[src/core/adc_card_defines.vh]
`ifndef ADC_CARD_DEFINES_VH
`define ADC_CARD_DEFINES_VH
// ----------------------------------------
// Register offsets within the eight-byte window
// ----------------------------------------
`define OFS_LOW_DOUT    3'h0
`define OFS_HIGH_START  3'h1
`define OFS_STAT_CTRL1  3'h2
`define OFS_DIN_CTRL2   3'h3
`define OFS_CNT0        3'h4
`define OFS_CNT1        3'h5
`define OFS_CNT2        3'h6
`define OFS_CNT_CTRL    3'h7
// ----------------------------------------
// Field positions
// ----------------------------------------
`define GPO_MSB         7
`define GPO_LSB         4
`define IEN_BIT         3
`define USER_BIT        3
`define CHAN_MSB        2
`define CHAN_LSB        0
`define GAIN_MSB        2
`define GAIN_LSB        0
`define BUSY_BIT        7
`define IRQF_BIT        3
`define SEL_MSB         7
`define SEL_LSB         6
`define ACC_MSB         5
`define ACC_LSB         4
`define FN_MSB          3
`define FN_LSB          1
`define BCD_BIT         0
// ----------------------------------------
// Encodings and reset values
// ----------------------------------------
`define ACC_LATCH       2'h0
`define ACC_LOW         2'h1
`define ACC_HIGH        2'h2
`define ACC_BOTH        2'h3
`define SEL_READBACK    2'h3
`define RST_BYTE        8'h00
`define RST_NIB         4'h0
`define RST_TRI         3'h0
`define RST_RESULT      12'h000
`define RST_COUNT       16'h0000
`define RST_FN          3'h0
`define UNUSED_READ     8'h00
`endif

[src/core/adc_conv_ctrl.v]
`timescale 1ns/1ps
`include "adc_card_defines.vh"
module adc_conv_ctrl (
    // Clock and reset
    input  wire        clk_i,
    input  wire        sys_rst_i,
    // Host side
    input  wire        start_i,
    output reg         busy_o,
    output reg  [11:0] result_o,
    output reg         complete_o,
    // Converter side
    output reg         conv_start_o,
    input  wire        adc_done_i,
    input  wire [11:0] adc_data_i
);
    always @(posedge clk_i) begin
        if (sys_rst_i) begin
            busy_o       <= 1'b0;
            result_o     <= `RST_RESULT;
            complete_o   <= 1'b0;
            conv_start_o <= 1'b0;
        end else begin
            conv_start_o <= start_i;
            complete_o   <= 1'b0;
            if (start_i) begin
                busy_o <= 1'b1;
            end else if (adc_done_i && busy_o) begin
                busy_o     <= 1'b0;
                result_o   <= adc_data_i;
                complete_o <= 1'b1;
            end
        end
    end
endmodule

[src/core/counter_access.v]
`timescale 1ns/1ps
`include "adc_card_defines.vh"
module counter_access (
    // Clock and reset
    input  wire        clk_i,
    input  wire        sys_rst_i,
    // Host byte port
    input  wire        wr_i,
    input  wire        rd_i,
    input  wire        ctrl_wr_i,
    input  wire [1:0]  sel_i,
    input  wire [7:0]  data_i,
    output reg  [7:0]  rd_byte_o,
    // Counter cores
    input  wire [47:0] count_i,
    output reg  [2:0]  load_o,
    output reg  [47:0] load_value_o,
    output reg  [8:0]  function_code_o,
    output reg  [2:0]  bcd_o
);
    reg [1:0]  acc_reg   [0:2];
    reg [7:0]  hold_reg  [0:2];
    reg [15:0] latch_reg [0:2];
    reg [2:0]  wr_hi_reg, rd_hi_reg, latched_reg;
    reg [15:0] src;
    integer    i;
    wire [1:0] csel = data_i[`SEL_MSB:`SEL_LSB];
    wire [1:0] cacc = data_i[`ACC_MSB:`ACC_LSB];

    // Top bit of the function code does not matter for modes 2 and 3
    function [2:0] norm_fn;
        input [2:0] fn;
        begin
            norm_fn = fn[1] ? {1'b0, fn[1:0]} : fn;
        end
    endfunction

    always @* begin
        src = latched_reg[sel_i] ? latch_reg[sel_i] : count_i[16*sel_i +: 16];
        rd_byte_o = src[7:0];
        if (acc_reg[sel_i] == `ACC_HIGH || (acc_reg[sel_i] == `ACC_BOTH && rd_hi_reg[sel_i])) begin
            rd_byte_o = src[15:8];
        end
    end

    always @(posedge clk_i) begin
        if (sys_rst_i) begin
            for (i = 0; i < 3; i = i + 1) begin
                acc_reg[i]   <= `ACC_BOTH;
                hold_reg[i]  <= `RST_BYTE;
                latch_reg[i] <= `RST_COUNT;
            end
            wr_hi_reg       <= `RST_TRI;
            rd_hi_reg       <= `RST_TRI;
            latched_reg     <= `RST_TRI;
            load_o          <= `RST_TRI;
            load_value_o    <= {3{`RST_COUNT}};
            function_code_o <= {3{`RST_FN}};
            bcd_o           <= `RST_TRI;
        end else begin
            load_o <= `RST_TRI;
            // route control byte; read-back is accepted and ignored
            if (ctrl_wr_i && csel != `SEL_READBACK) begin
                if (cacc == `ACC_LATCH) begin
                    latch_reg[csel]   <= count_i[16*csel +: 16];
                    latched_reg[csel] <= 1'b1;
                end else begin
                    acc_reg[csel]                <= cacc;
                    function_code_o[3*csel +: 3] <= norm_fn(data_i[`FN_MSB:`FN_LSB]);
                    bcd_o[csel]                  <= data_i[`BCD_BIT];
                    wr_hi_reg[csel]              <= 1'b0;
                    rd_hi_reg[csel]              <= 1'b0;
                    latched_reg[csel]            <= 1'b0;
                end
            end
            if (wr_i) begin
                if (acc_reg[sel_i] == `ACC_BOTH && !wr_hi_reg[sel_i]) begin
                    hold_reg[sel_i]  <= data_i;
                    wr_hi_reg[sel_i] <= 1'b1;
                end else begin
                    load_o[sel_i]                <= 1'b1;
                    wr_hi_reg[sel_i]             <= 1'b0;
                    load_value_o[16*sel_i +: 16] <= (acc_reg[sel_i] == `ACC_HIGH) ? {data_i, `RST_BYTE} :
                                                    (acc_reg[sel_i] == `ACC_BOTH) ? {data_i, hold_reg[sel_i]} :
                                                    {`RST_BYTE, data_i};
                end
            end
            if (rd_i) begin
                if (acc_reg[sel_i] == `ACC_BOTH) begin
                    rd_hi_reg[sel_i] <= ~rd_hi_reg[sel_i];
                    if (rd_hi_reg[sel_i]) begin
                        latched_reg[sel_i] <= 1'b0;
                    end
                end else begin
                    latched_reg[sel_i] <= 1'b0;
                end
            end
        end
    end
endmodule

[src/core/adc_card_io_registers.v]
// Operation
// - eight byte addresses, separate read/write functions
// - offset 2 write: outputs, enable, channel
// - interrupts only while enable bit set
// - channel field picks one of eight
// - both control writes update general outputs
// - offset 3 write: user bit, gain
// - gain lines encode eight gain settings
// - offset 2 read: busy, gain, flag, channel
// - busy high during conversion, low when valid
// - flag set on interrupt, cleared by control or start writes
// - any offset 1 write starts conversion
// - result latched at end, held till next
// - offset 0 read: low nibble, general outputs
// - offset 1 read: result high byte
// - digital output write, digital input read
// - line direction from static configuration input
// - counters loaded and read bytewise
// - offset 7 write: counter control byte
// - transfer type decode latch/low/high/both
// - mode field selects modes zero to five
// - bit 0 picks binary or decimal
// - select 00 addresses counter zero
`timescale 1ns/1ps
`include "adc_card_defines.vh"
module adc_card_io_registers (
    // Clock and reset
    input  wire        clk_i,
    input  wire        sys_rst_i,
    // Host I/O bus
    input  wire [9:0]  addr_i,
    input  wire        aen_i,
    input  wire        iow_i,
    input  wire        ior_i,
    input  wire [7:0]  wr_data_i,
    output reg  [7:0]  rd_data_o,
    output reg         rd_valid_o,
    output reg         irq_o,
    // Board configuration
    input  wire [6:0]  board_base_i,
    input  wire [7:0]  port_line_direction_i,
    // Card outputs
    output reg  [3:0]  general_output_lines_o,
    output reg  [2:0]  channel_select_o,
    output reg  [2:0]  gain_select_lines_o,
    output reg         user_output_o,
    // Digital port
    input  wire [7:0]  input_port_bits_i,
    output reg  [7:0]  digital_output_bits_o,
    output reg  [7:0]  port_line_oe_o,
    // Converter
    output wire        conv_start_o,
    input  wire        adc_done_i,
    input  wire [11:0] adc_data_i,
    // Counter cores
    input  wire [47:0] counter_count_i,
    output wire [2:0]  counter_load_o,
    output wire [47:0] counter_load_value_o,
    output wire [8:0]  counter_function_code_o,
    output wire [2:0]  counter_bcd_o
);
    // ----------------------------------------
    // Address decode
    // ----------------------------------------
    wire       board_hit;
    wire [2:0] ofs;
    wire       wr_hit;
    wire       rd_hit;

    // DMA cycles drive the address bus too, so aen_i blocks the decode
    // eight-byte window
    assign board_hit = !aen_i && (addr_i[9:3] == board_base_i);
    assign ofs       = addr_i[2:0];
    assign wr_hit    = iow_i && board_hit;
    assign rd_hit    = ior_i && board_hit;

    // Helpers take every operand as an argument so continuous assignments track them
    function is_write;
        input       hit;
        input [2:0] o;
        input [2:0] want;
        begin
            is_write = hit && (o == want);
        end
    endfunction

    function is_counter;
        input [2:0] o;
        begin
            is_counter = (o == `OFS_CNT0) || (o == `OFS_CNT1) || (o == `OFS_CNT2);
        end
    endfunction

    wire wr_dout  = is_write(wr_hit, ofs, `OFS_LOW_DOUT);
    wire wr_start = is_write(wr_hit, ofs, `OFS_HIGH_START);
    wire wr_ctrl1 = is_write(wr_hit, ofs, `OFS_STAT_CTRL1);
    wire wr_ctrl2 = is_write(wr_hit, ofs, `OFS_DIN_CTRL2);
    wire wr_cctl  = is_write(wr_hit, ofs, `OFS_CNT_CTRL);
    wire wr_cnt   = wr_hit && is_counter(ofs);
    wire rd_cnt   = rd_hit && is_counter(ofs);
    wire ctrl_any = wr_ctrl1 || wr_ctrl2;

    // Offsets 4..6 map onto counters 0..2 through the low two address bits;
    // elsewhere the select parks on counter 0 so the counter mux stays in range
    wire [1:0] cnt_sel = is_counter(ofs) ? ofs[1:0] : 2'h0;

    // ----------------------------------------
    // Conversion sequencer
    // ----------------------------------------
    wire        busy;
    wire [11:0] result;
    wire        conv_complete;

    // A start while busy restarts; a done on the start clock is dropped, but any later done while busy is taken as the result
    // start on any data
    adc_conv_ctrl u_conv (
        .clk_i        (clk_i),
        .sys_rst_i    (sys_rst_i),
        .start_i      (wr_start),
        .busy_o       (busy),
        .result_o     (result),
        .complete_o   (conv_complete),
        .conv_start_o (conv_start_o),
        .adc_done_i   (adc_done_i),
        .adc_data_i   (adc_data_i)
    );

    // ----------------------------------------
    // Counter access port
    // ----------------------------------------
    wire [7:0] cnt_byte;

    // Read-back commands are accepted and dropped; no status byte is returned
    // control byte delivery
    counter_access u_cnt (
        .clk_i           (clk_i),
        .sys_rst_i       (sys_rst_i),
        .wr_i            (wr_cnt),
        .rd_i            (rd_cnt),
        .ctrl_wr_i       (wr_cctl),
        .sel_i           (cnt_sel),
        .data_i          (wr_data_i),
        .rd_byte_o       (cnt_byte),
        .count_i         (counter_count_i),
        .load_o          (counter_load_o),
        .load_value_o    (counter_load_value_o),
        .function_code_o (counter_function_code_o),
        .bcd_o           (counter_bcd_o)
    );

    // ----------------------------------------
    // Control registers
    // ----------------------------------------
    reg [3:0] gpo_reg, gpo_next;
    reg       allow_reg, allow_next;
    reg [2:0] chan_reg, chan_next;
    reg [2:0] gain_reg, gain_next;
    reg       user_reg, user_next;
    reg [7:0] dout_reg, dout_next;

    // Offset 0 writes load only the digital port, never the shared outputs
    always @* begin
        gpo_next   = gpo_reg;
        allow_next = allow_reg;
        chan_next  = chan_reg;
        gain_next  = gain_reg;
        user_next  = user_reg;
        dout_next  = dout_reg;
        if (ctrl_any) begin
            gpo_next = wr_data_i[`GPO_MSB:`GPO_LSB];
        end
        if (wr_ctrl1) begin
            allow_next = wr_data_i[`IEN_BIT];
            chan_next  = wr_data_i[`CHAN_MSB:`CHAN_LSB];
        end
        if (wr_ctrl2) begin
            user_next = wr_data_i[`USER_BIT];
            gain_next = wr_data_i[`GAIN_MSB:`GAIN_LSB];
        end
        if (wr_dout) begin
            dout_next = wr_data_i;
        end
    end

    always @(posedge clk_i) begin
        if (sys_rst_i) begin
            gpo_reg   <= `RST_NIB;
            allow_reg <= 1'b0;
            chan_reg  <= `RST_TRI;
            gain_reg  <= `RST_TRI;
            user_reg  <= 1'b0;
            dout_reg  <= `RST_BYTE;
        end else begin
            gpo_reg   <= gpo_next;
            allow_reg <= allow_next;
            chan_reg  <= chan_next;
            gain_reg  <= gain_next;
            user_reg  <= user_next;
            dout_reg  <= dout_next;
        end
    end

    // ----------------------------------------
    // Interrupt flag and request
    // ----------------------------------------
    reg irq_flag_reg, irq_flag_next;
    reg irq_set;
    reg irq_clr;

    // Flag and pin follow the completion pulse, one clock after busy drops;
    // software polling busy may see busy 0 with the flag still 0 for that clock
    always @* begin
        irq_set = conv_complete && allow_reg;
        // cleared by control write or start
        irq_clr = ctrl_any || wr_start;
        // A completion landing on a clearing write still counts
        irq_flag_next = irq_set || (irq_flag_reg && !irq_clr);
    end

    always @(posedge clk_i) begin
        if (sys_rst_i) begin
            irq_flag_reg <= 1'b0;
            irq_o        <= 1'b0;
        end else begin
            irq_flag_reg <= irq_flag_next;
            irq_o        <= irq_flag_next && allow_next;
        end
    end

    // ----------------------------------------
    // Read byte assembly
    // ----------------------------------------
    wire [7:0] low_byte;
    wire [7:0] high_byte;
    wire [7:0] status_byte;

    assign low_byte    = {result[3:0], gpo_reg};
    assign high_byte   = result[11:4];
    assign status_byte = {busy, gain_reg, irq_flag_reg, chan_reg};

    // ----------------------------------------
    // Read data path
    // ----------------------------------------
    reg [7:0] rd_mux;

    always @* begin
        case (ofs)
            `OFS_LOW_DOUT: begin
                rd_mux = low_byte;
            end
            `OFS_HIGH_START: begin
                rd_mux = high_byte;
            end
            `OFS_STAT_CTRL1: begin
                rd_mux = status_byte;
            end
            `OFS_DIN_CTRL2: begin
                rd_mux = input_port_bits_i;
            end
            `OFS_CNT0, `OFS_CNT1, `OFS_CNT2: begin
                rd_mux = cnt_byte;
            end
            default: begin
                rd_mux = `UNUSED_READ;
            end
        endcase
    end

    // Read data is presented one clock after the strobe and then held
    always @(posedge clk_i) begin
        if (sys_rst_i) begin
            rd_data_o  <= `RST_BYTE;
            rd_valid_o <= 1'b0;
        end else begin
            rd_valid_o <= rd_hit;
            if (rd_hit) begin
                rd_data_o <= rd_mux;
            end
        end
    end

    // ----------------------------------------
    // Output pins
    // ----------------------------------------
    // Pins load from the next-state values, so they change on the same edge as the registers
    always @(posedge clk_i) begin
        if (sys_rst_i) begin
            general_output_lines_o <= `RST_NIB;
            user_output_o          <= 1'b0;
        end else begin
            general_output_lines_o <= gpo_next;
            user_output_o          <= user_next;
        end
    end

    // ----------------------------------------
    // Analog front-end pins
    // ----------------------------------------
    // Nothing holds off a channel or gain change during a conversion; software waits for busy
    always @(posedge clk_i) begin
        if (sys_rst_i) begin
            channel_select_o    <= `RST_TRI;
            gain_select_lines_o <= `RST_TRI;
        end else begin
            channel_select_o    <= chan_next;
            gain_select_lines_o <= gain_next;
        end
    end

    // ----------------------------------------
    // Digital port
    // ----------------------------------------
    // Direction straps are static, so one register stage is all they need
    always @(posedge clk_i) begin
        if (sys_rst_i) begin
            digital_output_bits_o <= `RST_BYTE;
            port_line_oe_o        <= `RST_BYTE;
        end else begin
            digital_output_bits_o <= dout_next;
            port_line_oe_o        <= port_line_direction_i;
        end
    end
endmodule

[config.mk]
export PLATFORM = sky130hd
export DESIGN_NAME = adc_card_io_registers
export DESIGN_NICKNAME = d
export VERILOG_FILES = /design/src/core/adc_conv_ctrl.v /design/src/core/counter_access.v /design/src/core/adc_card_io_registers.v
export VERILOG_INCLUDE_DIRS = /design/src /design/src/core
export SDC_FILE = /design/constraint.sdc
export NUM_CORES = 1
export LEC_CHECK = 0
export BUFFER_PORTS_ARGS = -buffer_cell sky130_fd_sc_hd__buf_2
export CORE_MARGIN = 8
export CORE_UTILIZATION = 34
export CTS_CLUSTER_DIAMETER = 60
export CTS_CLUSTER_SIZE = 40
export DETAILED_ROUTE_END_ITERATION = 8
export PLACE_DENSITY_LB_ADDON = 0.08
export SYNTH_ARGS = -nofsm -noshare
export SYNTH_HDL_FRONTEND = slang
export SYNTH_SLANG_ARGS = --single-unit
[constraint.sdc]
create_clock -name clk_i -period 4.8 [get_ports clk_i]
set_input_delay 0.24 -clock clk_i [delete_from_list [all_inputs] [get_ports clk_i]]
set_output_delay 0.24 -clock clk_i [all_outputs]
set_load 0.005 [all_outputs]
# Word-level counts from Yosys, hierarchy flattened
# Memories as Yosys holds them, arrays and structs flattened.
# Index checks and enable logic that the tools add are counted.
# classes
muxes	64
mul	1
shifts	6
n_eq_ne	11
order_cmp	4
bitwise_logic	14
n_reduce_logical	40
n_addsub	2
# ops
operator	n
$shiftx 48x7->16	2
$mux 16	4
$mux 3	17
$bwmux 48	1
$shift 16x34->48 const A	1
$shiftx 16x34->48	1
$pmux 8 s5	1
$neg 4->34	1
$neg 6->34	1
$shift 3x34->9 const A	1
$shiftx 3x34->9	1
$mux 1	26
$logic_and 1x1->1	19
$mux 8	2
$reduce_or 16->1	1
$and 3x3->3	5
$eq 3x3->1 const B	4
$mux 2	5
$bwmux 9	1
$reduce_or 8->1	1
$eq 7x7->1	1
$bmux 1 s2	3
$bwmux 3	2
$eq 3x2->1 const B	2
other kinds (18)	39
# word_totals
n_memories	3
ramBits	78
inputBits	107
regBits	126
out_inout_bits	101
word_cells	167
# mem_list
name	depth	word_bits	read_ports	rd_ports_with_merged_regs	wr	line_no	rtl
u_cnt.latch_reg	3	16	1	0	3	counter_access.v:23	reg [15:0] latch_reg [0:2];
u_cnt.hold_reg	3	8	1	0	3	counter_access.v:22	reg [7:0] hold_reg [0:2];
u_cnt.acc_reg	3	2	1	0	3	counter_access.v:21	reg [1:0] acc_reg [0:2];

# Depth between registers and ports, before layout
# Gate-level depths: netlist of the first run.
# logic_depth
ltp_word	14
mapped_depth	13

# By module
# From an unflattened synthesis of the first run, not the netlist that was laid out.
# unflattened
cells_unflattened	929
area_unflattened_um2	10680.2
# by_module_without_submodules
module	cells_per_inst	area_per_inst_um2	seq_area_each_um2	n_inst
counter_access	683	8106.5	4564.4	1
adc_card_io_registers	185	1925.6	780.7	1
adc_conv_ctrl	61	648.1	300.3	1

# Least setup slack after synthesis of the first run
# No wires, ideal clock.
# synth_timing
kind	in2reg
startpoint	input addr_i[0]
endpoint	register u_cnt.load_value_o[40]
slack_ns	1.581
arrival_ns	3.153
setup_time_ns	0.066
path_stages	13
cell_sequence	buf_2 > buf_2 > buf_2 > nor2b_1 > clkbuf_1 > nand2_1 > ha_1 > clkbuf_1 > nor2b_1 > nand3_1 > a2111oi_4 > a22oi_1 > nor2_1
# synth_via
elab_chain_len	10
elab_cells_between_ends	23
# synth_lines
element	line_no	rtl
from (decl)	adc_card_io_registers.v:31	input wire [9:0] addr_i,
$eq 3x3->1	n/a	
$logic_or 1x1->1 (2 in series)	adc_card_io_registers.v:90	is_counter = (o == `OFS_CNT0) || (o == `OFS_CNT1) || (o == `OFS_CNT2);
$mux 2	adc_card_io_registers.v:105	wire [1:0] cnt_sel = is_counter(ofs) ? ofs[1:0] : 2'h0;
$mem_v2 3x2 or $bmux 1 s2 (tied branches)	n/a	
$eq 2x2->1 (no line) or $mux 1 (tied branches)	n/a	
$mux 16 or $logic_not 1->1 (tied branches)	counter_access.v:84, counter_access.v:77	
$mux 16 or $logic_and 1x1->1 (tied branches)	counter_access.v:83, counter_access.v:77	
$shiftx 16x34->48 or $not 1->1 (tied branches)	n/a	
$bwmux 48 or $reduce_and 2->1 (tied branches)	n/a	
to (signal assigned)	counter_access.v:57	load_value_o <= {3{`RST_COUNT}};
to (signal, indexed assignment)	counter_access.v:83	load_value_o[16*sel_i +: 16] <= (acc_reg[sel_i] == `ACC_HIGH) ? {data_i, `RST_BYTE} :
to (decl)	counter_access.v:17	output reg [47:0] load_value_o,
# Parallel ways exist; a longest one is shown, timed or not. The select of a mux whose other input is x is not followed.
# A chain may end at the register's enable or synchronous reset.

# Worst setup path after layout of the first run
# layout_timing
startpoint	input addr_i[0]
endpoint	register u_cnt.load_value_o[29]
# The elaborated chain is that of the path after synthesis.

==> results of run 1 <==
power by group through the flow:
stage | registers (mW) | logic [mW] | clock network [mW]
finish | 1.84 | 0.482 | 1.77
floorplan | 1.87 | 0.287 | 0
detailed placement | 1.87 | 0.472 | 0
CTS | 1.84 | 0.486 | 1.82
global placement | 1.87 | 0.471 | 0
global route | 1.84 | 0.528 | 1.88
path summary, 6_finish.rpt:
kind	endpoint	slack, ps	cells after the start
worst min-delay path	u_cnt.latch_reg[2][2]	110	3
worst max register to register	u_cnt.load_value_o[29]	1820	7
worst min register to register	irq_flag_reg	470	2
worst max-delay path	u_cnt.load_value_o[29]	1530	8
per-layer routing:
metal | track usage | vias to the layer above | part of all wire
met2 | 0.324 | 266 | 0.48
met3 | 0.0265 | 44 | 0.052
met4 | 0.0438 | 0 | 0.018
met1 | 0.252 | 4408 | 0.45
met5 | 0 | - | 0
li1 | - | 4339 | -
per-stage QoR:
| stage | power (mW) | hold WS [ps] | setup WS [ps] |
|---|---|---|---|
| 3_5_place_dp | 2.35 | 455 | 1010 |
| 6_report | 4.09 | 106 | 1530 |
| 2_1_floorplan | 2.16 | 368 | 1580 |
| 3_3_place_gp | 2.35 | 448 | 1050 |
| 5_1_grt | 4.25 | 121 | 1190 |
| 4_1_cts | 4.14 | 95.1 | 1570 |
cell families after synthesis:
group           synth area share
buf+inv                   0.0490
flops                      0.465
xor+xnor                 0.00586
compound gates             0.203
simple gates               0.176
fa+ha+maj                 0.0132
mux                       0.0880
synthesized netlist by cell type, drive strengths merged (4+ instances only):
master,instances
nor2,174
dfxtp,126
edfxtp,78
mux2i,65
clkbuf,58
a22oi,56
a21oi,49
nand2,41
inv,37
and2,36
o21ai,32
buf,30
nand3,30
nand2b,25
nor2b,22
a22o,20
o22ai,19
a311oi,14
nor3,12
ha,11
o311a,11
o32ai,10
a221oi,9
o31ai,9
a31oi,8
mux2,8
mux4,8
o2111ai,8
o211ai,8
or2,7
a32o,6
nor3b,6
nand3b,4
nor4,4
or3,4
xnor2,4
placed cells by master, fill, tap and decap left out, types with 5 or more instances in the layout:
master / n
sky130_fd_sc_hd__mux2_2: 8
sky130_fd_sc_hd__nor2_1: 174
sky130_fd_sc_hd__dfxtp_1: 126
sky130_fd_sc_hd__buf_4: 22
sky130_fd_sc_hd__a22oi_1: 56
sky130_fd_sc_hd__nand3_1: 30
sky130_fd_sc_hd__o311a_1: 11
sky130_fd_sc_hd__buf_2: 205
sky130_fd_sc_hd__o2111ai_1: 8
sky130_fd_sc_hd__a32o_1: 6
sky130_fd_sc_hd__a21oi_1: 48
sky130_fd_sc_hd__mux2i_1: 65
sky130_fd_sc_hd__dlygate4sd3_1: 21
sky130_fd_sc_hd__mux4_2: 8
sky130_fd_sc_hd__ha_1: 11
sky130_fd_sc_hd__o31ai_1: 9
sky130_fd_sc_hd__edfxtp_1: 78
sky130_fd_sc_hd__o32ai_1: 10
sky130_fd_sc_hd__a311oi_1: 11
sky130_fd_sc_hd__o22ai_1: 18
sky130_fd_sc_hd__o211ai_1: 8
sky130_fd_sc_hd__a221oi_1: 9
sky130_fd_sc_hd__and2_1: 35
sky130_fd_sc_hd__a31oi_1: 8
sky130_fd_sc_hd__a22o_1: 20
sky130_fd_sc_hd__nand2_1: 41
sky130_fd_sc_hd__nand2b_1: 25
sky130_fd_sc_hd__nor3_1: 10
sky130_fd_sc_hd__inv_1: 37
sky130_fd_sc_hd__o21ai_0: 31
sky130_fd_sc_hd__clkbuf_16: 24
sky130_fd_sc_hd__nor2b_1: 22
sky130_fd_sc_hd__or2_2: 5
final cells by class:
class | count | area [µm²]
Sequential cell | 204 | 4860
Timing Repair Buffer | 248 | 1400
Fill cell | 3065 | 17700
Clock inverter | 13 | 139
Inverter | 38 | 143
Antenna cell | 1 | 2.50
Multi-Input combinational cell | 753 | 5110
Clock buffer | 27 | 623
Tap cell | 396 | 495
worst register-to-register path: stages, from the launching register on:
cell and delay [ps]:
sky130_fd_sc_hd__edfxtp_1 420, sky130_fd_sc_hd__or2_2 290, sky130_fd_sc_hd__a21oi_1 550, sky130_fd_sc_hd__or2_1 410, sky130_fd_sc_hd__buf_4 370, sky130_fd_sc_hd__o311ai_2 430, sky130_fd_sc_hd__a22oi_1 330, sky130_fd_sc_hd__nor2_1 60
==> results.rst, run 1 <==
.. list-table::
   :header-rows: 1

   * - Metric
     - Value
   * - Number of remaining DRC errors
     - 0
   * - Overall global routing resource usage
     - 0.190
   * - Initial antenna violation count
     - 0
   * - Top achievable clock speed
     - 0.305 GHz
   * - IO Port Bufs
     - 207
   * - Starting density of the core
     - 0.344
   * - Final Instance Count excl. Fillers
     - 1,680
   * - Post-CTS resize count
     - 0
   * - Leading post-synthesis cells by cell area
     - sky130_fd_sc_hd__dfxtp_1, sky130_fd_sc_hd__edfxtp_1, sky130_fd_sc_hd__nor2_1, sky130_fd_sc_hd__mux2i_1, sky130_fd_sc_hd__a22oi_1
   * - Clock tree root buffer cell
     - sky130_fd_sc_hd__clkbuf_16
   * - Max-cap check violation count
     - 0
   * - Setup violators final
     - 0
   * - Required time at the worst-slack endpoint
     - 5250 ps
   * - Number of core rows
     - 64
   * - Register share of total power
     - 0.449
   * - Final period demand of the worst path
     - 3270 ps
   * - Worst hold-check path type
     - in2reg
   * - Global-route wire length before repair
     - 54,200 µm
   * - Post-CTS Hold Fix Bufs
     - 21
   * - Biggest fanout along the worst timing path
     - 29
   * - Final setup skew
     - 13.4 ps
   * - Number of synthesized register bits
     - 204
   * - Critical Path Most Common Cell
     - sky130_fd_sc_hd__buf_4
   * - Net switching power figure
     - 1.13 mW
   * - Synth unique cells
     - 65
   * - CTS buffer count
     - 22
   * - Final Util
     - 0.420
   * - Total grt overflow
     - 0
   * - Clk Latency, worst-skew pair
     - 520 ps
   * - TritonCTS clock tree
     - built
   * - Setup TNS Final
     - 0 ps
   * - Cell Count Post-Placement
     - 1,618
   * - Proportion of register bits with asynchronous set or reset after synthesis
     - 0
   * - Mean area per synthesized cell
     - 9.66 µm²
   * - Status
     - finished clean
   * - Via count of the first global-routing pass
     - 8,851
   * - Die outline area
     - 36,600 µm²
   * - Final ANT Viol Nets
     - 0
   * - Worst path max stage delay
     - 1060 ps
   * - Violation count after the first detailed-routing iteration
     - 590
   * - Peak ir drop on the vdd network
     - 0.213 mV
   * - Clock H-tree levels
     - 1
   * - Share of the synthesized area in the top cell type
     - 0.241
   * - Area after detailed placement
     - 11,800 µm²
   * - Unrepaired setup endpoints after global routing
     - no
   * - Count of mapped cells out of synthesis
     - 1,083
   * - CTS clk-pin slew, worst paths
     - 80 ps
   * - Type of origin of the critical path
     - input pin
   * - I/O pin total
     - 208
   * - Combinational Power Share
     - 0.118
   * - Proportion of power drawn by the clock network
     - 0.433
   * - Start point of the worst hold path
     - counter_count_i[18]
   * - Static leakage power
     - 5.21 nW
   * - Number of nets in the synthesized netlist
     - 1,201
   * - Routed WL
     - 36,000 µm
   * - Cell type group with the largest total delay on the critical path
     - compound AO/OA/AOI/OAI gates
   * - Cell Pwr Density
     - 320 nW/µm²
   * - Post-CTS setup buffer count
     - 0
   * - Synth warn
     - 0
   * - Sink Count
     - 204
   * - Die height
     - 191 µm
   * - Slew at the pin closest to its max-slew limit
     - 1220 ps
   * - Number of nets in the finished design
     - 1,385
   * - Number of enable-type register cells in the synthesized netlist
     - 78
   * - Startpoint of the worst register-to-register path
     - u_cnt.acc_reg[0][1]
   * - Class of the most critical setup path
     - in2reg
   * - Internal power contribution
     - 2.96 mW
   * - Core Area
     - 30,400 µm²
   * - Placer's final routability congestion estimate
     - 0.781
   * - Number of iterations in the first detailed-routing pass
     - 7
   * - Signed area change from the synthesized netlist to the final layout
     - 22.2%
   * - Arrival time at the worst endpoint
     - 3730 ps
   * - Highest-delay cell along the critical path
     - sky130_fd_sc_hd__o311ai_2
   * - Critical-path cell list
     - buf_4 > nand2b_1 > o221ai_2 > or2_1 > buf_4 > o311ai_2 > a22oi_1 > nor2_1
   * - Share of synthesized area occupied by flip-flops and latches
     - 0.465
   * - Routed wire length per instance
     - 21.4 µm
   * - Final HPWL from detailed placement
     - 24,900 µm
   * - Post-synth design cell area
     - 10,500 µm²
   * - Final cycle utilization of the critical path
     - 0.682
   * - Top_reg_cell synth
     - sky130_fd_sc_hd__dfxtp_1
   * - Share of final-layout standard cells stronger than drive strength 1
     - 0.244
   * - Cell type with the highest aggregate area in the netlist
     - sky130_fd_sc_hd__dfxtp_1
   * - Final Max Slew Viols
     - 0
   * - Pin count of the biggest net entering global routing
     - 78
   * - Horizontal die dimension
     - 191 µm
   * - Element type at the critical path end
     - register
   * - Endpoints failing hold
     - 0
   * - Clk buf depth
     - 3
   * - Final cell area excluding filler cells
     - 12,800 µm²
   * - Switching part of the total
     - 0.277
   * - Via total after detailed routing
     - 9,057
   * - Source of the critical timing path
     - addr_i[0]
   * - Headroom to the max-slew limit
     - 0.182
   * - Post-detailed-route via-to-cell ratio
     - 5.39
   * - Worst Path Buf+Inv
     - 2
Power figures use the tool's default switching activity.
==> run 2: changes to the inputs <==
--- a/config.mk
+++ b/config.mk
@@ -6,6 +6,7 @@
 export SDC_FILE = /design/constraint.sdc
 export NUM_CORES = 1
 export LEC_CHECK = 0
+export ABC_AREA = 1
 export BUFFER_PORTS_ARGS = -buffer_cell sky130_fd_sc_hd__buf_2
 export CORE_MARGIN = 8
 export CORE_UTILIZATION = 34
==> constraint.sdc (replaced) <==
create_clock -name clk_i -period 3.3 [get_ports clk_i]
set_input_delay 0.165 -clock clk_i [delete_from_list [all_inputs] [get_ports clk_i]]
set_output_delay 0.165 -clock clk_i [all_outputs]
set_load 0.005 [all_outputs]
==> results.rst, run 2 <==
.. list-table::
   :header-rows: 1

   * - Metric
     - Value
   * - TritonCTS clock tree
     - built (unchanged)
   * - Routed wire length per instance
     - 18.2 µm (was 21.4 µm)
   * - Final setup skew
     - 16.6 ps (was 13.4 ps)
   * - Static leakage power
     - 5.83 nW (was 5.21 nW)
   * - Synth warn
     - 0 (unchanged)
   * - Worst hold path cell count
     - 5 (was 3)
   * - Start point of the worst hold path
     - input_port_bits_i[2] (was counter_count_i[18])
   * - Pin count of the biggest net entering global routing
     - 76 (was 78)
   * - Worst path max stage delay
     - 530 ps (was 1060 ps)
   * - Class of the most critical setup path
     - in2reg (unchanged)
   * - Type of origin of the critical path
     - input pin (unchanged)
   * - Mean area per synthesized cell
     - 7.64 µm² (was 9.66 µm²)
   * - Top_reg_cell synth
     - sky130_fd_sc_hd__dfxtp_1 (unchanged)
   * - Headroom to the max-slew limit
     - 0.449 (was 0.182)
   * - Final Instance Count excl. Fillers
     - 1,974 (was 1,680)
   * - Total grt overflow
     - 0 (unchanged)
   * - Net switching power figure
     - 1.56 mW (was 1.13 mW)
   * - IO Port Bufs
     - 207 (unchanged)
   * - Final cell area excluding filler cells
     - 12,700 µm² (was 12,800 µm²)
   * - WHS
     - 74.6 ps (was 106 ps)
   * - Status
     - finished clean (unchanged)
   * - Synth Area in Simple Gates
     - 0.336 (was 0.176)
   * - Final period demand of the worst path
     - 2310 ps
   * - Via total after detailed routing
     - 9,819 (was 9,057)
   * - Cell Pwr Density
     - 462 nW/µm² (was 320 nW/µm²)
   * - Count of mapped cells out of synthesis
     - 1,355 (was 1,083)
   * - Number of core rows
     - 64 (unchanged)
   * - Top library cells by usage in the layout, fill and taps aside
     - sky130_fd_sc_hd__nand2_1, sky130_fd_sc_hd__buf_2, sky130_fd_sc_hd__nor2_1 (was sky130_fd_sc_hd__buf_2, sky130_fd_sc_hd__nor2_1, sky130_fd_sc_hd__dfxtp_1)
   * - Element type at the critical path end
     - register (unchanged)
   * - Biggest fanout along the worst timing path
     - 24 (was 29)
   * - Capturing point of the worst reg2reg path
     - u_cnt.hold_reg[2][3] (was u_cnt.load_value_o[29])
   * - Area after detailed placement
     - 11,700 µm² (was 11,800 µm²)
   * - Worst hold-check path type
     - in2reg (unchanged)
   * - Final ANT Viol Nets
     - 0 (unchanged)
   * - Die height
     - 190 µm (was 191 µm)
   * - Top achievable clock speed
     - 0.434 GHz
   * - Clk buf depth
     - 3 (unchanged)
   * - Overall global routing resource usage
     - 0.192 (was 0.190)
   * - Share of the synthesized area in the top cell type
     - 0.244 (was 0.241)
   * - Starting density of the core
     - 0.342 (was 0.344)
   * - Startpoint of the worst register-to-register path
     - u_cnt.acc_reg[1][1] (was u_cnt.acc_reg[0][1])
   * - Leading post-synthesis cells by cell area
     - sky130_fd_sc_hd__dfxtp_1, sky130_fd_sc_hd__edfxtp_1, sky130_fd_sc_hd__nand2_1, sky130_fd_sc_hd__nor2_1, sky130_fd_sc_hd__nand3_1 (was sky130_fd_sc_hd__dfxtp_1, sky130_fd_sc_hd__edfxtp_1, sky130_fd_sc_hd__nor2_1, sky130_fd_sc_hd__mux2i_1, sky130_fd_sc_hd__a22oi_1)
   * - Post-detailed-route via-to-cell ratio
     - 4.97 (was 5.39)
   * - Count of inserted antenna diode cells
     - 0 (was 1)
   * - Clk Latency, worst-skew pair
     - 520 ps (about the same)
   * - Post-synth design cell area
     - 10,400 µm² (was 10,500 µm²)
   * - Sequential cell area
     - 4890 µm² (was 4860 µm²)
   * - Cell Count Post-Placement
     - 1,908 (was 1,618)
   * - Clock tree root buffer cell
     - sky130_fd_sc_hd__clkbuf_16 (unchanged)
   * - Power Total
     - 5.89 mW (was 4.09 mW)
   * - Share of synthesized cell area in full adder, half adder and majority cells
     - 0.0133 (was 0.0132)
   * - Global-route wire length before repair
     - 55,900 µm (was 54,200 µm)
   * - Internal power contribution
     - 4.33 mW (was 2.96 mW)
   * - Number of iterations in the first detailed-routing pass
     - 5 (was 7)
   * - R2R setup slack
     - 1190 ps (was 1820 ps)
   * - Multi-input logic area
     - 4670 µm² (was 5110 µm²)
   * - Initial antenna violation count
     - 1 (was 0)
   * - Final HPWL from detailed placement
     - 25,500 µm (was 24,900 µm)
   * - Clock H-tree levels
     - 1 (unchanged)
   * - Die outline area
     - 36,300 µm² (was 36,600 µm²)
   * - Mux cell area share after synthesis
     - 0 (was 0.0880)
   * - Most common cell in the netlist
     - sky130_fd_sc_hd__nand2_1 (was sky130_fd_sc_hd__nor2_1)
   * - Final Max Slew Viols
     - 0 (unchanged)
   * - Max-cap check violation count
     - 0 (unchanged)
   * - Endpoints failing hold
     - 0 (unchanged)
   * - Cell type with the highest aggregate area in the netlist
     - sky130_fd_sc_hd__dfxtp_1 (unchanged)
   * - Combinational Power Share
     - 0.109 (was 0.118)
   * - Critical Path Most Common Cell
     - sky130_fd_sc_hd__buf_4 (unchanged)
   * - Critical-path cell list
     - dlygate4sd3_1 > buf_2 > inv_1 > buf_4 > ha_1 > nand3_1 > nand3b_4 > nand2_1 > buf_4 (was buf_4 > nand2b_1 > o221ai_2 > or2_1 > buf_4 > o311ai_2 > a22oi_1 > nor2_1)
   * - Worst Reg-to-Reg Cells
     - 8 (was 7)
   * - Fillers
     - 3,206 (was 3,065)
   * - CTS buffer count
     - 21 (was 22)
   * - Register share of total power
     - 0.455 (was 0.449)
   * - Number of enable-type register cells in the synthesized netlist
     - 79 (was 78)
   * - Dominant combinational cell family by area after synthesis
     - simple AND/OR/NAND/NOR gates (was compound AO/OA/AOI/OAI gates)
   * - Routed WL
     - 35,900 µm (was 36,000 µm)
   * - Final cycle utilization of the critical path
     - 0.699
   * - Horizontal die dimension
     - 190 µm (was 191 µm)
   * - Switching part of the total
     - 0.265 (was 0.277)
   * - Share of final-layout standard cells stronger than drive strength 1
     - 0.214 (was 0.244)
   * - Peak ir drop on the vdd network
     - 0.274 mV (was 0.213 mV)
   * - Proportion of power drawn by the clock network
     - 0.436 (was 0.433)
   * - Setup violators final
     - 0 (unchanged)
   * - Setup TNS Final
     - 0 ps (unchanged)
   * - Signed area change from the synthesized netlist to the final layout
     - 23.2% (was 22.2%)
   * - Sink Count
     - 205 (was 204)
   * - I/O pin total
     - 208 (unchanged)
   * - Complex-gate fraction of the synthesized area
     - 0.100 (was 0.203)
   * - Post-CTS setup buffer count
     - 0 (unchanged)
   * - Violation count after the first detailed-routing iteration
     - 679 (was 590)
   * - Via count of the first global-routing pass
     - 9,825 (was 8,851)
   * - Number of synthesized register bits
     - 205 (was 204)
   * - Share of synthesized area occupied by flip-flops and latches
     - 0.473 (was 0.465)
   * - Number of nets in the finished design
     - 1,681 (was 1,385)
   * - Xor-xnor portion of the synthesized cell area
     - 0.00169 (was 0.00586)
   * - Slew at the pin closest to its max-slew limit
     - 827 ps (was 1220 ps)
   * - Placer's final routability congestion estimate
     - 0.827 (was 0.781)
   * - Arrival time at the worst endpoint
     - 2490 ps (was 3730 ps)
   * - Number of nets in the synthesized netlist
     - 1,473 (was 1,201)
   * - Synth unique cells
     - 42 (was 65)
   * - Capture endpoint of the worst hold path
     - rd_data_o[2] (was u_cnt.latch_reg[2][2])
   * - Unrepaired setup endpoints after global routing
     - no (unchanged)
   * - Highest-delay cell along the critical path
     - sky130_fd_sc_hd__dlygate4sd3_1 (was sky130_fd_sc_hd__o311ai_2)
   * - Core Area
     - 30,300 µm² (was 30,400 µm²)
   * - Proportion of register bits with asynchronous set or reset after synthesis
     - 0 (unchanged)
   * - Most common cell after layout, fill and taps aside
     - sky130_fd_sc_hd__nand2_1 (was sky130_fd_sc_hd__buf_2)
   * - Number of remaining DRC errors
     - 0 (unchanged)
   * - Cell types with the highest counts after synthesis
     - sky130_fd_sc_hd__nand2_1, sky130_fd_sc_hd__nor2_1, sky130_fd_sc_hd__dfxtp_1 (was sky130_fd_sc_hd__nor2_1, sky130_fd_sc_hd__dfxtp_1, sky130_fd_sc_hd__edfxtp_1)
   * - CTS clk-pin slew, worst paths
     - 70 ps (was 80 ps)
   * - Required time at the worst-slack endpoint
     - 3490 ps (was 5250 ps)
run 2: how the worst max path moves through the flow:
stage / from / endpoint / slack [ps]
after detailed placement: addr_i[0] / u_cnt.hold_reg[2][1] / 630
after global placement: addr_i[1] / u_cnt.hold_reg[2][1] / 650
after global routing: wr_data_i[7] / u_cnt.latch_reg[1][14] / 880
final: wr_data_i[7] / u_cnt.latch_reg[1][13] / 990
after floorplan: board_base_i[4] / u_cnt.latch_reg[0][0] / 1180
after CTS: wr_data_i[7] / u_cnt.latch_reg[1][13] / 1030
run 2: worst max-delay path, delay by kind of cell:
kind / cells / cell delay, ps
fa+ha+maj: 1 / 220
buf+inv: 5 / 1420
simple gates: 3 / 680
run 2: what timing repair did:
item                                   CTS  global route
resized for setup                        0             0
endpoints found under the hold margin   33             0
hold buffers                            28             0
run 2: cell families (layout without fill, tap and decap cells):
| logic type | Yosys count | in the layout |
|---|---|---|
| flops | 205 | 205 |
| buf+inv | 189 | 412 |
| compound gates | 172 | 172 |
| simple gates | 775 | 775 |
| xor+xnor | 2 | 2 |
| fa+ha+maj | 11 | 11 |
| other cells | 1 | 1 |
run 2: power by group through the flow:
stage	clock network, mW	logic [mW]	registers (mW)
2_1_floorplan	0	0.375	2.73
3_3_place_gp	0	0.619	2.74
3_5_place_dp	0	0.617	2.74
4_1_cts	2.63	0.644	2.68
5_1_grt	2.72	0.708	2.68
6_report	2.57	0.644	2.68
run 2: cell type report:
cell class	instances	area share
clock buffers	22	0.0415
inverters	115	0.0344
flip-flops and latches	205	0.384
repair buffers	259	0.118
multi-input cells	961	0.367
clock inverters	16	0.0163
well taps	396	0.0389
run 2: metal layers:
metal,wire length [µm],track usage,part of all wire,up-vias
met5,11,0,0.00031,-
met4,585,0.0391,0.016,2
met3,2040,0.0326,0.057,46
met2,17400,0.330,0.48,252
met1,15800,0.251,0.44,4625
li1,-,-,-,4894
run 2: through the flow:
stage               utilization  setup slack, ps
floorplan                     -             1180
global placement          0.388              655
detailed placement        0.388              631
CTS                       0.421             1030
global route              0.421              885
finish                    0.421              994
==> run 3: changes to the inputs <==
--- a/config.mk
+++ b/config.mk
@@ -6,7 +6,7 @@
 export SDC_FILE = /design/constraint.sdc
 export NUM_CORES = 1
 export LEC_CHECK = 0
-export ABC_AREA = 1
+export ABC_AREA = 0
 export BUFFER_PORTS_ARGS = -buffer_cell sky130_fd_sc_hd__buf_2
 export CORE_MARGIN = 8
 export CORE_UTILIZATION = 34
==> constraint.sdc (replaced) <==
create_clock -name clk_i -period 2.3 [get_ports clk_i]
set_input_delay 0.115 -clock clk_i [delete_from_list [all_inputs] [get_ports clk_i]]
set_output_delay 0.115 -clock clk_i [all_outputs]
set_load 0.005 [all_outputs]
==> results.rst, run 3 (same netlist as run 1, synthesis figures left out) <==
.. list-table::
   :header-rows: 1

   * - Metric
     - Value
   * - Count of inserted antenna diode cells
     - 0 (unchanged)
   * - Routed WL
     - 36,700 µm (was 35,900 µm)
   * - Final cycle utilization of the critical path
     - 0.948
   * - I/O pin total
     - 208 (unchanged)
   * - Number of iterations in the first detailed-routing pass
     - 5 (unchanged)
   * - Number of remaining DRC errors
     - 0 (unchanged)
   * - Final HPWL from detailed placement
     - 26,800 µm (was 25,500 µm)
   * - Number of nets in the finished design
     - 1,499 (was 1,681)
   * - Core Area
     - 30,400 µm² (was 30,300 µm²)
   * - Worst hold-check path type
     - in2reg (unchanged)
   * - Placer's final routability congestion estimate
     - 0.821 (was 0.827)
   * - Number of core rows
     - 64 (unchanged)
   * - Clock tree root buffer cell
     - sky130_fd_sc_hd__clkbuf_16 (unchanged)
   * - Post-detailed-route via-to-cell ratio
     - 5.24 (was 4.97)
   * - Multi-input logic area
     - 5220 µm² (was 4670 µm²)
   * - Top library cells by usage in the layout, fill and taps aside
     - sky130_fd_sc_hd__buf_2, sky130_fd_sc_hd__nor2_1, sky130_fd_sc_hd__dfxtp_1 (was sky130_fd_sc_hd__nand2_1, sky130_fd_sc_hd__buf_2, sky130_fd_sc_hd__nor2_1)
   * - Highest-delay cell along the critical path
     - sky130_fd_sc_hd__edfxtp_1 (was sky130_fd_sc_hd__dlygate4sd3_1)
   * - Biggest fanout along the worst timing path
     - 21 (was 24)
   * - Sequential cell area
     - 4860 µm² (was 4890 µm²)
   * - Violation count after the first detailed-routing iteration
     - 616 (was 679)
   * - Die height
     - 191 µm (was 190 µm)
   * - Share of final-layout standard cells stronger than drive strength 1
     - 0.310 (was 0.214)
   * - Final setup skew
     - 10.5 ps (was 16.6 ps)
   * - Routed wire length per instance
     - 20.5 µm (was 18.2 µm)
   * - Signed area change from the synthesized netlist to the final layout
     - 33.2% (was 23.2%)
   * - Via count of the first global-routing pass
     - 9,331 (was 9,825)
   * - Global-route wire length before repair
     - 56,100 µm (was 55,900 µm)
   * - Max-cap check violation count
     - 0 (unchanged)
   * - Worst path max stage delay
     - 450 ps (was 530 ps)
   * - Slew at the pin closest to its max-slew limit
     - 944 ps (was 827 ps)
   * - Setup TNS Final
     - 0 ps (unchanged)
   * - R2R setup slack
     - 120 ps (was 1190 ps)
   * - Fillers
     - 3,016 (was 3,206)
   * - Sink Count
     - 204 (was 205)
   * - Pin count of the biggest net entering global routing
     - 78 (was 76)
   * - TritonCTS clock tree
     - built (unchanged)
   * - Critical-path cell list
     - or2_2 > a21oi_2 > or3_1 > buf_6 > o21ai_1 > buf_4 > a22oi_1 > a221oi_1 (was dlygate4sd3_1 > buf_2 > inv_1 > buf_4 > ha_1 > nand3_1 > nand3b_4 > nand2_1 > buf_4)
   * - Peak ir drop on the vdd network
     - 0.419 mV (was 0.274 mV)
   * - Class of the most critical setup path
     - reg2reg (was in2reg)
   * - Post-CTS setup buffer count
     - 0 (unchanged)
   * - Status
     - finished clean (unchanged)
   * - Unrepaired setup endpoints after global routing
     - no (unchanged)
   * - Final Max Slew Viols
     - 0 (unchanged)
   * - Type of origin of the critical path
     - register (was input pin)
   * - Worst Path Buf+Inv
     - 2 (was 5)
   * - IO Port Bufs
     - 207 (unchanged)
   * - Static leakage power
     - 5.84 nW (was 5.83 nW)
   * - Clk buf depth
     - 3 (unchanged)
   * - CTS buffer count
     - 23 (was 21)
   * - Headroom to the max-slew limit
     - 0.370 (was 0.449)
   * - Horizontal die dimension
     - 191 µm (was 190 µm)
   * - Final Instance Count excl. Fillers
     - 1,793 (was 1,974)
   * - Cell Pwr Density
     - 631 nW/µm² (was 462 nW/µm²)
   * - Required time at the worst-slack endpoint
     - 2660 ps (was 3490 ps)
   * - Element type at the critical path end
     - register (unchanged)
   * - Top achievable clock speed
     - 0.458 GHz
   * - Most common cell after layout, fill and taps aside
     - sky130_fd_sc_hd__buf_2 (was sky130_fd_sc_hd__nand2_1)
   * - Starting density of the core
     - 0.344 (was 0.342)
   * - Via total after detailed routing
     - 9,396 (was 9,819)
   * - Cell Count Post-Placement
     - 1,722 (was 1,908)
   * - Die outline area
     - 36,600 µm² (was 36,300 µm²)
   * - Setup violators final
     - 0 (unchanged)
   * - Cell type group with the largest total delay on the critical path
     - compound AO/OA/AOI/OAI gates (was buffers and inverters)
   * - Final period demand of the worst path
     - 2180 ps
   * - CTS clk-pin slew, worst paths
     - 70 ps (about the same)
   * - Overall global routing resource usage
     - 0.196 (was 0.192)
   * - Arrival time at the worst endpoint
     - 2540 ps (was 2490 ps)
   * - Clock H-tree levels
     - 1 (unchanged)
   * - Clk Latency, worst-skew pair
     - 520 ps (about the same)
   * - Initial antenna violation count
     - 1 (unchanged)
   * - Total grt overflow
     - 0 (unchanged)
   * - Endpoints failing hold
     - 0 (unchanged)
   * - Final ANT Viol Nets
     - 0 (unchanged)
run 3: cell count changes in the layout (fill, tap and decap cells not counted), moves of 27 or more:
cell and delta:
sky130_fd_sc_hd__or2_2 -27, sky130_fd_sc_hd__nand2_1 -326, sky130_fd_sc_hd__inv_1 -63, sky130_fd_sc_hd__buf_4 +89
sky130_fd_sc_hd__mux2i_1 +65, sky130_fd_sc_hd__a21oi_1 -32, sky130_fd_sc_hd__a22oi_1 +56, sky130_fd_sc_hd__nand4_1 -55
sky130_fd_sc_hd__nand3_1 -74, sky130_fd_sc_hd__and2_1 +33
run 3: metal layers:
layer,GRT usage,vias to the layer above,part of all wire
met1,0.247,4537,0.43
met2,0.343,242,0.50
met3,0.0343,44,0.052
li1,-,4571,-
met5,0,-,0.00035
met4,0.0432,2,0.020
run 3: worst min-delay path, stage by stage:
cell and delay (ps):
sky130_fd_sc_hd__buf_2 90, sky130_fd_sc_hd__a21oi_1 120, sky130_fd_sc_hd__nor2_1 100
run 3: final timing paths:
path                        from                    end  cells after the start
min          counter_count_i[25]  u_cnt.latch_reg[1][9]                      3
min reg2reg    u_conv.complete_o           irq_flag_reg                      2
max          u_cnt.acc_reg[0][0]           rd_data_o[5]                      8
max reg2reg  u_cnt.acc_reg[0][0]           rd_data_o[5]                      8
run 3: cell type report:
class,instances,area share
Clock buffer,24,0.0416
Inverter,38,0.0106
Multi-Input combinational cell,753,0.375
Timing Repair Buffer,361,0.175
Clock inverter,17,0.0134
Tap cell,396,0.0356
Sequential cell,204,0.349
run 3: metrics by stage:
stage	total power [mW]	hold WS [ps]	util	setup WS, ps	area [µm²]
5_1_grt	9.13	19.3	0.458	53.2	13900
4_1_cts	8.89	0.709	0.457	32.7	13900
3_5_place_dp	5.08	327	0.422	-185	12900
2_1_floorplan	4.53	243	-	17.2	10600
6_report	8.79	21.4	0.458	119	13900
3_3_place_gp	5.08	322	0.422	-172	12900
run 3: power by group:
group	total [mW]	switching, mW	leakage, nW	internal (mW)
combinational	1.20	0.709	3.67	0.494
clock	3.76	1.72	0.378	2.04
sequential	3.83	0.0253	1.79	3.81
run 3: timing repair:
action,in CTS,in global routing
endpoints found under the setup margin,0,50
gates resized for setup,0,3
hold endpoints to repair,45,0
hold buffers,30,0
